### src/hw/adcc_pkg.sv
`default_nettype none
package adcc_pkg;
    localparam int          DATA_BITS        = 10;
    localparam int          WORD_BITS        = 16;
    // register offsets on the special-function port
    localparam logic [7:0]  OFS_PAIR_CFG     = 8'hBA;
    localparam logic [7:0]  OFS_CONV_CFG     = 8'hBC;
    localparam logic [7:0]  OFS_CONV_CTL     = 8'hE8;
    localparam logic [7:0]  RST_PAIR_CFG     = 8'h00;
    localparam logic [7:0]  RST_CONV_CFG     = 8'h60;
    localparam logic [7:0]  RST_CONV_CTL     = 8'h00;
    // converter_config fields
    localparam int          CFG_SAR_LSB      = 5;
    localparam int          CFG_GAIN_LSB     = 0;
    // converter_control bit positions
    localparam int          CTL_ENABLE       = 7;
    localparam int          CTL_TRACK_MODE   = 6;
    localparam int          CTL_DONE         = 5;
    localparam int          CTL_BUSY         = 4;
    localparam int          CTL_STM_LSB      = 2;
    localparam int          CTL_WINDOW       = 1;
    localparam int          CTL_LJST         = 0;
    // start_trigger_mode codes
    localparam logic [1:0]  STM_SOFTWARE     = 2'h0;
    localparam logic [1:0]  STM_TIMER3       = 2'h1;
    localparam logic [1:0]  STM_PIN          = 2'h2;
    localparam logic [1:0]  STM_TIMER2       = 2'h3;
    // timing: track length in SAR clocks, longest SAR period in system clocks
    localparam logic [1:0]  TRACK_SAR_CLKS   = 2'h3;
    localparam logic [4:0]  SAR_MAX_PERIOD   = 5'h10;
endpackage
`default_nettype wire

### src/hw/adcc_link_if.sv
`timescale 1ns/1ps
`default_nettype none
interface adcc_link_if;
    logic [2:0]  sar_code;
    logic        enable;
    logic        sar_tick;
    logic [9:0]  raw;
    logic        diff;
    logic        ljst;
    logic [15:0] gt_limit;
    logic [15:0] lt_limit;
    logic [15:0] word;
    logic        hit;

    modport clkgen (input sar_code, input enable, output sar_tick);
    modport fmt    (input raw, input diff, input ljst, input gt_limit, input lt_limit, output word, output hit);
    modport ctrl   (output sar_code, output enable, output raw, output diff, output ljst,
                    output gt_limit, output lt_limit, input sar_tick, input word, input hit);
endinterface
`default_nettype wire

### src/hw/adcc_sar_clkgen.sv
`timescale 1ns/1ps
`default_nettype none
module adcc_sar_clkgen
    import adcc_pkg::*;
(
    input  wire logic   ref_clk,
    input  wire logic   srst,
    adcc_link_if.clkgen lnk
);
    typedef struct packed {
        logic [3:0] cnt;
        logic       tick;
    } adcc_clk_st_t;

    adcc_clk_st_t st_r;
    adcc_clk_st_t st_nxt;
    logic [4:0]   period;

    always_comb
    begin
        // codes 1xx all give the longest period
        if (lnk.sar_code[2])
            period = SAR_MAX_PERIOD;
        else
            period = 5'(5'h1 << lnk.sar_code[1:0]);
        st_nxt = st_r;
        st_nxt.tick = 1'b0;
        if (!lnk.enable)
        begin
            st_nxt.cnt = 4'h0;
        end
        else if ({1'b0, st_r.cnt} >= period - 5'h1)
        begin
            st_nxt.cnt  = 4'h0;
            st_nxt.tick = 1'b1;
        end
        else
        begin
            st_nxt.cnt = st_r.cnt + 4'h1;
        end
    end

    always_ff @(posedge ref_clk)
    begin
        if (srst)
            st_r <= '0;
        else
            st_r <= st_nxt;
    end

    assign lnk.sar_tick = st_r.tick;
endmodule
`default_nettype wire

### src/hw/adcc_result_fmt.sv
`timescale 1ns/1ps
`default_nettype none
module adcc_result_fmt
    import adcc_pkg::*;
(
    adcc_link_if.fmt lnk
);
    // signed compare for differential words, unsigned otherwise
    function automatic logic above(input logic [15:0] a, input logic [15:0] b, input logic sgn);
        if (sgn)
            return $signed(a) > $signed(b);
        return a > b;
    endfunction

    logic [9:0] code;
    logic       over_gt;
    logic       under_lt;

    always_comb
    begin
        code = lnk.raw;
        if (lnk.diff)
            code[DATA_BITS-1] = ~lnk.raw[DATA_BITS-1];
        if (lnk.ljst)
            lnk.word = {code, 6'h00};
        else
            lnk.word = {{6{lnk.diff & code[DATA_BITS-1]}}, code};
        over_gt  = above(lnk.word, lnk.gt_limit, lnk.diff);
        under_lt = above(lnk.lt_limit, lnk.word, lnk.diff);
        // limits ordered one way give an in-band window, the other way out-of-band
        if (above(lnk.lt_limit, lnk.gt_limit, lnk.diff))
            lnk.hit = over_gt & under_lt;
        else
            lnk.hit = over_gt | under_lt;
    end
endmodule
`default_nettype wire

### src/hw/adcc_top.sv
// Functional notes
// - each pair bit: 0 two single-ended inputs, 1 differential pair, lower input positive
// - sar clock period 1,2,4,8 system clocks for codes 0-3, 16 for 1xx
// - enable 0 means shutdown; 1 means active and accepting conversions
// - track mode 0: track continuously except during a conversion
// - track mode 1: triggered modes track 3 sar clocks; pin mode tracks while low
// - busy write 1 starts only in mode 00; writing 0 does nothing
// - done flag set on completion, held until software clears it
// - window flag set on a window match, held until software clears it
// - justify bit 1 left-justifies the result, else right-justified
// - compare each result against greater-than and less-than limit words
`timescale 1ns/1ps
`default_nettype none
module adcc_top
    import adcc_pkg::*;
(
    input  wire logic                   ref_clk,
    input  wire logic                   srst,
    input  wire logic [7:0]             sfr_addr,
    input  wire logic                   sfr_wr,
    input  wire logic [7:0]             sfr_wdata,
    output logic [7:0]                  sfr_rdata,
    input  wire logic                   timer2_overflow,
    input  wire logic                   timer3_overflow,
    input  wire logic                   convert_start_pin,
    input  wire logic [2:0]             mux_channel,
    input  wire logic [15:0]            window_gt_limit,
    input  wire logic [15:0]            window_lt_limit,
    input  wire logic                   core_done,
    input  wire logic [adcc_pkg::DATA_BITS-1:0] core_data,
    output logic                        core_powerdown,
    output logic                        core_track,
    output logic                        core_convert_start,
    output logic                        sar_clock_tick,
    output logic [2:0]                  amplifier_gain_select,
    output logic [3:0]                  pair_differential,
    output logic                        conversion_busy,
    output logic                        conversion_done_flag,
    output logic                        window_match_flag,
    output logic [adcc_pkg::WORD_BITS-1:0] result_word,
    output logic                        busy_fall_irq
);
    import adcc_pkg::*;

    typedef enum logic [1:0] {
        ST_IDLE,
        ST_TRACK,
        ST_CONVERT
    } adcc_state_t;

    typedef struct packed {
        adcc_state_t state;
        logic [3:0]  pair_cfg;
        logic [2:0]  sar_code;
        logic [2:0]  gain;
        logic        enable;
        logic        track_mode;
        logic        done;
        logic [1:0]  stm;
        logic        window;
        logic        ljst;
        logic [1:0]  track_cnt;
        logic        pin_prev;
        logic [15:0] result;
        logic [7:0]  rdata;
        logic        start;
        logic        irq;
    } adcc_top_st_t;

    adcc_top_st_t st_r;
    adcc_top_st_t st_nxt;
    adcc_link_if  lnk ();

    logic         wr_ctl;
    logic         wr_cfg;
    logic         wr_pair;
    logic         pin_rise;
    logic         trigger;
    logic         busy;
    logic         finish;
    logic         chan_diff;
    logic [7:0]   ctl_view;
    logic         eff_enable;
    logic         eff_track;
    logic [1:0]   eff_stm;

    // exact match on the full address; no aliasing
    function automatic logic reg_hit(input logic wr, input logic [7:0] addr, input logic [7:0] ofs);
        return wr && (addr == ofs);
    endfunction

    // triggered modes run a timed track phase; pin mode tracks on the pin level
    function automatic logic timed_track(input logic tm, input logic [1:0] stm);
        return tm && (stm != STM_PIN);
    endfunction

    // unmapped addresses and reserved bits read back as zero
    function automatic logic [7:0] reg_view(
        input logic [7:0]   addr,
        input adcc_top_st_t s,
        input logic [7:0]   ctl
    );
        logic [7:0] v;
        unique case (addr)
            OFS_PAIR_CFG: v = {4'h0, s.pair_cfg};
            OFS_CONV_CFG: v = {s.sar_code, 2'h0, s.gain};
            OFS_CONV_CTL: v = ctl;
            default:      v = 8'h00;
        endcase
        return v;
    endfunction

    adcc_sar_clkgen u_clkgen (
        .ref_clk (ref_clk),
        .srst    (srst),
        .lnk     (lnk.clkgen)
    );

    adcc_result_fmt u_fmt (
        .lnk (lnk.fmt)
    );

    assign chan_diff     = st_r.pair_cfg[mux_channel[2:1]];
    assign lnk.sar_code  = st_r.sar_code;
    assign lnk.enable    = st_r.enable;
    assign lnk.raw       = core_data;
    assign lnk.diff      = chan_diff;
    assign lnk.ljst      = st_r.ljst;
    assign lnk.gt_limit  = window_gt_limit;
    assign lnk.lt_limit  = window_lt_limit;

    assign busy     = (st_r.state != ST_IDLE);
    assign wr_ctl   = reg_hit(sfr_wr, sfr_addr, OFS_CONV_CTL);
    assign wr_cfg   = reg_hit(sfr_wr, sfr_addr, OFS_CONV_CFG);
    assign wr_pair  = reg_hit(sfr_wr, sfr_addr, OFS_PAIR_CFG);
    assign pin_rise = convert_start_pin && !st_r.pin_prev;
    assign finish   = (st_r.state == ST_CONVERT) && core_done && st_r.enable;

    always_comb
    begin
        // a control write counts in the cycle it lands, so one write may
        // enable, pick the start mode and set the busy bit together
        if (wr_ctl)
        begin
            eff_enable = sfr_wdata[CTL_ENABLE];
            eff_track  = sfr_wdata[CTL_TRACK_MODE];
            eff_stm    = sfr_wdata[CTL_STM_LSB +: 2];
        end
        else
        begin
            eff_enable = st_r.enable;
            eff_track  = st_r.track_mode;
            eff_stm    = st_r.stm;
        end
    end

    always_comb
    begin
        ctl_view = {st_r.enable, st_r.track_mode, st_r.done, busy, st_r.stm, st_r.window, st_r.ljst};
        unique case (eff_stm)
            STM_SOFTWARE: trigger = wr_ctl && sfr_wdata[CTL_BUSY];
            STM_TIMER3:   trigger = timer3_overflow;
            STM_PIN:      trigger = pin_rise;
            STM_TIMER2:   trigger = timer2_overflow;
        endcase
    end

    always_comb
    begin
        st_nxt = st_r;
        st_nxt.start    = 1'b0;
        st_nxt.irq      = 1'b0;
        st_nxt.pin_prev = convert_start_pin;

        if (wr_pair)
            st_nxt.pair_cfg = sfr_wdata[3:0];
        if (wr_cfg)
        begin
            st_nxt.sar_code = sfr_wdata[CFG_SAR_LSB +: 3];
            st_nxt.gain     = sfr_wdata[CFG_GAIN_LSB +: 3];
        end
        if (wr_ctl)
        begin
            st_nxt.enable     = sfr_wdata[CTL_ENABLE];
            st_nxt.track_mode = sfr_wdata[CTL_TRACK_MODE];
            st_nxt.stm        = sfr_wdata[CTL_STM_LSB +: 2];
            st_nxt.ljst       = sfr_wdata[CTL_LJST];
            // software may clear or set the flags; a finishing conversion below wins
            st_nxt.done       = sfr_wdata[CTL_DONE];
            st_nxt.window     = sfr_wdata[CTL_WINDOW];
        end

        unique case (st_r.state)
            ST_IDLE:
            begin
                // triggers arriving while busy are dropped, not queued
                if (eff_enable && trigger)
                begin
                    if (timed_track(eff_track, eff_stm))
                    begin
                        st_nxt.state     = ST_TRACK;
                        st_nxt.track_cnt = 2'h0;
                    end
                    else
                    begin
                        st_nxt.state = ST_CONVERT;
                        st_nxt.start = 1'b1;
                    end
                end
            end
            ST_TRACK:
            begin
                if (lnk.sar_tick)
                begin
                    if (st_r.track_cnt == TRACK_SAR_CLKS - 2'h1)
                    begin
                        st_nxt.state = ST_CONVERT;
                        st_nxt.start = 1'b1;
                    end
                    else
                    begin
                        st_nxt.track_cnt = st_r.track_cnt + 2'h1;
                    end
                end
            end
            ST_CONVERT:
            begin
                if (core_done)
                begin
                    st_nxt.state  = ST_IDLE;
                    st_nxt.result = lnk.word;
                    st_nxt.done   = 1'b1;
                    st_nxt.irq    = 1'b1;
                    if (lnk.hit)
                        st_nxt.window = 1'b1;
                end
            end
        endcase

        // disabling aborts a conversion in flight, unless it finishes that same cycle, without touching the flags
        if (!eff_enable && !finish)
        begin
            st_nxt.state = ST_IDLE;
            // a start pulse queued this cycle must not reach a powered-down core
            st_nxt.start = 1'b0;
        end

        // read data lags the address by one cycle
        st_nxt.rdata = reg_view(sfr_addr, st_r, ctl_view);
    end

    always_ff @(posedge ref_clk)
    begin
        if (srst)
        begin
            st_r            <= '0;
            st_r.state      <= ST_IDLE;
            st_r.pair_cfg   <= RST_PAIR_CFG[3:0];
            st_r.sar_code   <= RST_CONV_CFG[CFG_SAR_LSB +: 3];
            st_r.gain       <= RST_CONV_CFG[CFG_GAIN_LSB +: 3];
            st_r.enable     <= RST_CONV_CTL[CTL_ENABLE];
            st_r.track_mode <= RST_CONV_CTL[CTL_TRACK_MODE];
            st_r.stm        <= RST_CONV_CTL[CTL_STM_LSB +: 2];
            st_r.ljst       <= RST_CONV_CTL[CTL_LJST];
        end
        else
        begin
            st_r <= st_nxt;
        end
    end

    always_comb
    begin
        if (!st_r.enable)
            core_track = 1'b0;
        else if (!st_r.track_mode)
            core_track = (st_r.state != ST_CONVERT);
        else if (timed_track(st_r.track_mode, st_r.stm))
            core_track = (st_r.state == ST_TRACK);
        else
            core_track = !convert_start_pin && (st_r.state != ST_CONVERT);
    end

    assign core_powerdown        = !st_r.enable;
    assign core_convert_start    = st_r.start;
    assign sar_clock_tick        = lnk.sar_tick;
    assign amplifier_gain_select = st_r.gain;
    assign pair_differential     = st_r.pair_cfg;
    assign conversion_busy       = busy;
    assign conversion_done_flag  = st_r.done;
    assign window_match_flag     = st_r.window;
    assign result_word           = st_r.result;
    assign busy_fall_irq         = st_r.irq;
    assign sfr_rdata             = st_r.rdata;
endmodule
`default_nettype wire

### config.mk
export PLATFORM = sky130hd
export DESIGN_NAME = adcc_top
export DESIGN_NICKNAME = d
export VERILOG_FILES = /design/src/hw/adcc_pkg.sv /design/src/hw/adcc_link_if.sv /design/src/hw/adcc_sar_clkgen.sv /design/src/hw/adcc_result_fmt.sv /design/src/hw/adcc_top.sv
export SDC_FILE = /design/constraint.sdc
export NUM_CORES = 1
export LEC_CHECK = 0
export BUFFER_PORTS_ARGS = -buffer_cell sky130_fd_sc_hd__buf_2
export CORE_MARGIN = 4
export CORE_UTILIZATION = 48
export CTS_CLUSTER_DIAMETER = 150
export DETAILED_ROUTE_END_ITERATION = 10
export HOLD_SLACK_MARGIN = 0.02
export PLACE_DENSITY_LB_ADDON = 0.3
export SETUP_SLACK_MARGIN = 0.05
export SKIP_LAST_GASP = 1
export SYNTH_ARGS = -nofsm -noshare
export SYNTH_HDL_FRONTEND = slang
export SYNTH_SLANG_ARGS = --single-unit
export TNS_END_PERCENT = 10
### constraint.sdc
create_clock -name ref_clk -period 2.96 [get_ports ref_clk]
set_input_delay 0 -clock ref_clk [delete_from_list [all_inputs] [get_ports ref_clk]]
set_output_delay 0 -clock ref_clk [all_outputs]
set_load 0.02 [all_outputs]
After elaboration in Yosys (flattened, before gate mapping)
Cells that the tools add are included.

word-level totals
  register bits = 53
  bits of input ports = 68
  output and inout bits = 39
  word-level logic and storage cells = 127

cells by class
  add/sub/neg operators = 3
  magnitude comparators = 8
  equality and inequality tests = 18
  shift operators = 1
  mux-type cells = 45
  bitwise logic cells = 6
  reductions and logical operators = 28

operator list
  operator               number
  $gt A16 B16 Y1         6
  $mux W1                26
  $eq A8 B8 Y1 const B   3
  $pmux W8 S3            1
  $mux W2                10
  $mux W16               1
  $ne A2 B2 Y1 const B   8
  $logic_and A1 B1 Y1    12
  $mux W5                2
  $eq A2 B2 Y1 const B   4
  $pmux W2 S3            1
  $reduce_or A2 Y1       3
  $ge A4 B5 Y1           1
  $logic_not A1 Y1       5
  $reduce_and A5 Y1      1
  $shl A1 B2 Y5 const A  1
  $sub A5 B1 Y5 const B  1
  $add A4 B1 Y4 const B  1
  $eq A2 B1 Y1 const B   2
  $logic_not A2 Y1       2
  $pmux W1 S4            1
  $pmux W2 S2            1
  $reduce_and A4 Y1      1
  $reduce_bool A2 Y1     2
  10 further kinds       13

Logic depth before layout (Yosys ltp)
  word-level depth = 13
  depth in mapped cells = 13
  gate-level depth less buffers = 13

Cells and area by module
From an unflattened synthesis, not the netlist that was laid out.

second synthesis, totals
  cell total of the unflattened synthesis = 508
  area, all modules = 4090.2 sq um

modules (own cells, without submodules)
  module           times used  cells each  area an instance (sq um)  sequential area each (sq um)
  adcc_top         1           283         2331.0                    960.9
  adcc_result_fmt  1           195         1468.9                    0.0
  adcc_sar_clkgen  1           30          290.3                     100.1

Least setup slack after synthesis
Ideal clock, no wire load.

  kind = register to register
  start point = register st_r, in the netlist pair_differential[3]
  end point = register st_r, in the netlist window_match_flag
  setup time = 0.095 ns
  data arrival time = 3.049 ns
  required time = 2.865 ns
  setup slack = -0.184 ns
  stages on the path, launching flop included = 13
  path buffers = 0
  period minus slack after synthesis = 3.144 ns
  path through = dfxtp_1 mux4_2 ha_1 nor2b_1 a21oi_1 ha_1 a221oi_1 nand2_1 a221oi_1 a21o_1 nand3_1 a221o_1 a221oi_1

on the way
  cells in the longest elaborated chain, start to end = 13
  elaborated cells on any way between the ends = 21
  classes of those cells = order compare (4); mux (14); bitwise (3)

RTL lines
  item                                           line                                          text
  from (decl)                                    adcc_top.sv:70                                adcc_top_st_t st_r;
  from (signal assigned)                         adcc_top.sv:268                               st_r <= st_nxt;
  $bmux W1 S2 (*)                                adcc_top.sv:123                               assign chan_diff = st_r.pair_cfg[mux_channel[2:1]];
  $mux W1 (not written as such) (*)              adcc_top.sv:123
  $mux W1                                        adcc_result_fmt.sv:22                         if (lnk.diff)
  $and A1 B1 Y1                                  adcc_result_fmt.sv:27                         lnk.word = {{6{lnk.diff & code[DATA_BITS-1]}}, code};
  $mux W16                                       adcc_result_fmt.sv:24                         if (lnk.ljst)
  $gt A16 B16 Y1                                 adcc_result_fmt.sv:11                         return $signed(a) > $signed(b);
  $mux W1                                        adcc_result_fmt.sv:10                         if (sgn)
  $mux W1                                        adcc_result_fmt.sv:12                         return a > b;
  $or A1 B1 Y1 or $and A1 B1 Y1 (tied branches)  adcc_result_fmt.sv:34, adcc_result_fmt.sv:32
  $mux W1 (*)                                    adcc_result_fmt.sv:31                         if (above(lnk.lt_limit, lnk.gt_limit, lnk.diff))
  $mux W1 (*)                                    adcc_top.sv:234                               if (lnk.hit)
  $mux W1 (*)                                    adcc_top.sv:228                               if (core_done)
  $mux W1 (*)                                    adcc_top.sv:193                               unique case (st_r.state)

Every way passes the cells marked *; elsewhere a longest branch is shown, timed or not. The select of a mux whose other input is x is not followed.
A chain may end at the register's enable or synchronous reset.

Worst setup path in the final report
Same ends and word-level chain as after synthesis.

==> results_dict.tcl <==
set metrics [dict create \
    status "finished, violations left" \
    violations "negative setup slack" \
    end_kind "flip-flop" \
    dieArea_sq_um 9670 \
    ant_nets 0 \
    die_h_um 98.4 \
    place_area_sq_um 4490 \
    pre_cts_slack_ns -0.193 \
    synth_edf_count 0 \
    drv_slew 0 \
    slew_headroom_pct 28.9 \
    synth-main-ff-cell "dfxtp_1" \
    drive_gt1_share_pct 27.1 \
    critPathMaxStageDelay_ns 0.53 \
    cts_sinks 53 \
    vias 3743 \
    startpoint "pair_differential[3]" \
    cp_num_buf_inv 0 \
    fill_cells 752 \
    max_cap_violations 0 \
    slowest_stage "mux4_2" \
    grt_pass1_wl_mm 17.7 \
    cts_buffer_depth 2 \
    cts_tree "done" \
    drt_iter0_drc 181 \
    ioPinCount 107 \
    synth_seq_area_share_pct 27.1 \
    power_density_nw_per_um2 293 \
    grt_usage_pct 22.0 \
    timing.final.ws_setup_ns -0.156 \
    htreeDepth 2 \
    synth.avg_cell_area_sq_um 8.03 \
    numCtsBuffers 5 \
    cp_top_family "compound AO/OA/AOI/OAI gates" \
    tightest_slew_ns 1.06 \
    hold_viol 0 \
    clkPwrFrac_pct 30.0 \
    reg2reg_depth 12 \
    rsz0062_at_grt "yes" \
    syn-cell-area_sq_um 3920 \
    power.internal_uw 1000 \
    grt_max_degree 42 \
    gr-total-overflow 0 \
    drtPass1Iterations 5 \
    r2r_start "pair_differential[3]" \
    crit_fanout 6 \
    dieWidth_um 98.4 \
    fmax_mhz 321 \
    dpl.hpwl_mm 8.55 \
    power_switching_uw 391 \
    finalSetupTns_ns -0.156 \
    crit_type "flip-flop to flip-flop" \
    vias_per_cell 5.40 \
    area_delta_synth_final_pct 21.6 \
    leakagePower_uw 0.00228 \
    path_depth 12 \
    cts_root_buf "clkbuf_8" \
    ys.warnings.count 0 \
    switching_share_pct 28.1 \
    setup_violations 1 \
    finClkSkew_ns 0.0105 \
    finalCriticalPeriod_ns 3.12 \
    fin_nets 715 \
    fin_crit_sh_pct 105 \
    fin_area_sq_um 4770 \
    rows 32 \
    path_common_cell "a21o_1" \
    grt_pass1_vias 3771 \
    ys_types 55 \
    worstPathCellList "mux4_2 > ha_4 > nor2b_4 > a21oi_2 > ha_1 > a21o_1 > a21o_1 > a221oi_4 > a21o_1 > nand3_2 > a221o_1 > a221oi_2" \
    seq_power_share_pct 51.2 \
    port-buffer-count 105 \
    worst_ep_required_time_ns 3.18 \
    rrSetupSlack_ns -0.16 \
    power_frac_comb_pct 18.8 \
    clk_pin_slew_ns 0.10 \
    drc 0 \
    vdd_drop_max_mv 0.307 \
    async_flop_share_pct 0 \
    place_congestion 0.914 \
    insertion_delay_ns 0.31 \
    crit_arrival_ns 3.33 \
    wire_per_inst_um 15.4 \
    syn-instance-count 488 \
    endpoint "window_match_flag" \
    synth_nets 613 \
    routed_wl_mm 10.7 \
    critPathLaunchType "flip-flop" \
    num_antenna_cells 0 \
    start_util_pct 49.9 \
    grt_antenna_before_repair 0 \
    ys_seq_elements 53 \
    core_sq_um 7850 \
    min_path_type "primary input to flip-flop" \
    r2r-end "window_match_flag" \
]
[routing by layer]
layer  wire length (um)  vias up  part of all wire (%)  GRT usage [%]
li1                   -     1892                     -              -
met1               4890     1696                    46           30.1
met2               4880      134                    46           35.6
met3                707       21                   6.6           4.29
met4                198        0                   1.9           5.57
met5                  0        -                     0              0
[logic make-up (layout without fill, tap and decap cells)]
kind of cell,Yosys count,after routing,share of synthesized area (%)
compound gates,106,106,17.6
flops,53,53,27.1
fa+ha+maj,58,58,18.5
buf+inv,94,197,12.2
simple gates,162,162,20.7
xor+xnor,7,7,1.56
mux,8,8,2.39
[sequential cells by signal, summed over array words and instances, names as in the netlist, 3 cells and up]
name                   cells
ctl_view                   3
sfr_rdata                  8
u_clkgen.st_r              4
result_word               16
st_r                       5
lnk.sar_code               3
pair_differential          4
amplifier_gain_select      3
[cell usage after synthesis, types with 2 or more instances]
library cell  instances  share of area (%)
a211oi_1             12                2.3
a21boi_0              3               0.57
a21o_1                7                1.3
a21oi_1              44                5.6
a221oi_1              4               0.89
a222oi_1              3               0.77
a22oi_1               5               0.96
a31oi_1               5               0.80
and2_1                3               0.48
buf_4                31                5.9
clkbuf_1             11                1.1
dfxtp_1              53                 27
ha_1                 57                 18
inv_1                49                4.7
mux2i_1               6                1.5
nand2_1              48                4.6
nand2b_1             13                2.1
nand3_1              24                3.1
nand3b_1              3               0.57
nand4_1               9                1.4
nor2_1               36                3.4
nor2b_1               7                1.1
nor3_1                5               0.64
nor3b_1               3               0.57
o211ai_1              3               0.57
o21a_1                2               0.38
o21ai_0               6               0.77
o221ai_1              2               0.45
o311ai_0              2               0.45
or3_1                 2               0.32
xnor2_1               5                1.1
xor2_1                2               0.45
[power groups by stage]
stage	registers, uW	clock network [uW]	logic, uW
6_report	714	418	263
5_1_grt	715	460	295
4_1_cts	714	428	256
3_5_place_dp	731	0	242
3_3_place_gp	731	0	233
2_1_floorplan	731	0	137
[worst min-delay path by stage]
stage / endpoint / start / depth (start not counted)
6_report: pair_differential[3] / sfr_wr / 3
5_1_grt: pair_differential[1] / sfr_wr / 3
4_1_cts: pair_differential[3] / sfr_wr / 3
3_5_place_dp: st_r[26] / convert_start_pin / 2
3_3_place_gp: st_r[26] / convert_start_pin / 2
2_1_floorplan: st_r[26] / convert_start_pin / 1
[through the flow]
stage          utilization (%)  hold slack (ns)  std cells  power [uW]
6_report                  60.7           0.0771        693        1390
3_3_place_gp              57.2            0.253        673         964
3_5_place_dp              57.2            0.262        673         972
4_1_cts                   60.1           0.0683        692        1400
2_1_floorplan                -            0.128        488         867
5_1_grt                   60.7           0.0673        693        1470
[worst reg2reg max path: cells and delay by family (launching register included)]
| kind | cells | cell delay, ns |
|---|---|---|
| fa+ha+maj | 2 | 0.45 |
| compound gates | 7 | 1.49 |
| simple gates | 2 | 0.23 |
| mux | 1 | 0.53 |
| flops | 1 | 0.33 |
[cell usage in the layout (no fill, tap or decap), types with 3 or more instances in the layout]
cell type | Yosys | routed
buf_2 | 0 | 105
ha_1 | 57 | 55
dfxtp_1 | 53 | 52
inv_1 | 49 | 49
nand2_1 | 48 | 48
a21oi_1 | 44 | 38
nor2_1 | 36 | 35
buf_4 | 31 | 26
nand3_1 | 24 | 23
nand2b_1 | 13 | 13
a211oi_1 | 12 | 12
nand4_1 | 9 | 9
dlygate4sd3_1 | 0 | 8
a21o_1 | 7 | 7
mux2i_1 | 6 | 6
o21ai_0 | 6 | 6
nor2b_1 | 7 | 6
xnor2_1 | 5 | 5
nor3_1 | 5 | 5
a22oi_1 | 5 | 5
a31oi_1 | 5 | 5
clkbuf_8 | 0 | 5
a21oi_2 | 0 | 3
a21oi_4 | 0 | 3
nor3b_1 | 3 | 3
and2_1 | 3 | 3
nand3b_1 | 3 | 3
a222oi_1 | 3 | 3
o211ai_1 | 3 | 3
a21boi_0 | 3 | 3
[final cells by class]
| class | instances | area [sq um] | share of cell area, % |
|---|---|---|---|
| clock buffers | 5 | 68.8 | 1.44 |
| flip-flops and latches | 53 | 1060 | 22.3 |
| inverters | 50 | 188 | 3.94 |
| well taps | 102 | 128 | 2.68 |
| clock inverters | 3 | 22.5 | 0.473 |
| repair buffers | 139 | 801 | 16.8 |
| multi-input cells | 341 | 2500 | 52.4 |
[timing repair]
item,4_1_cts,5_1_grt
resized for setup,7,6
endpoints found under the hold margin,17,0
endpoints found under the setup margin,1,1
pin swaps,9,6
buffers inserted,3,1
hold buffers,8,0
(Power assumes the default switching activity.)
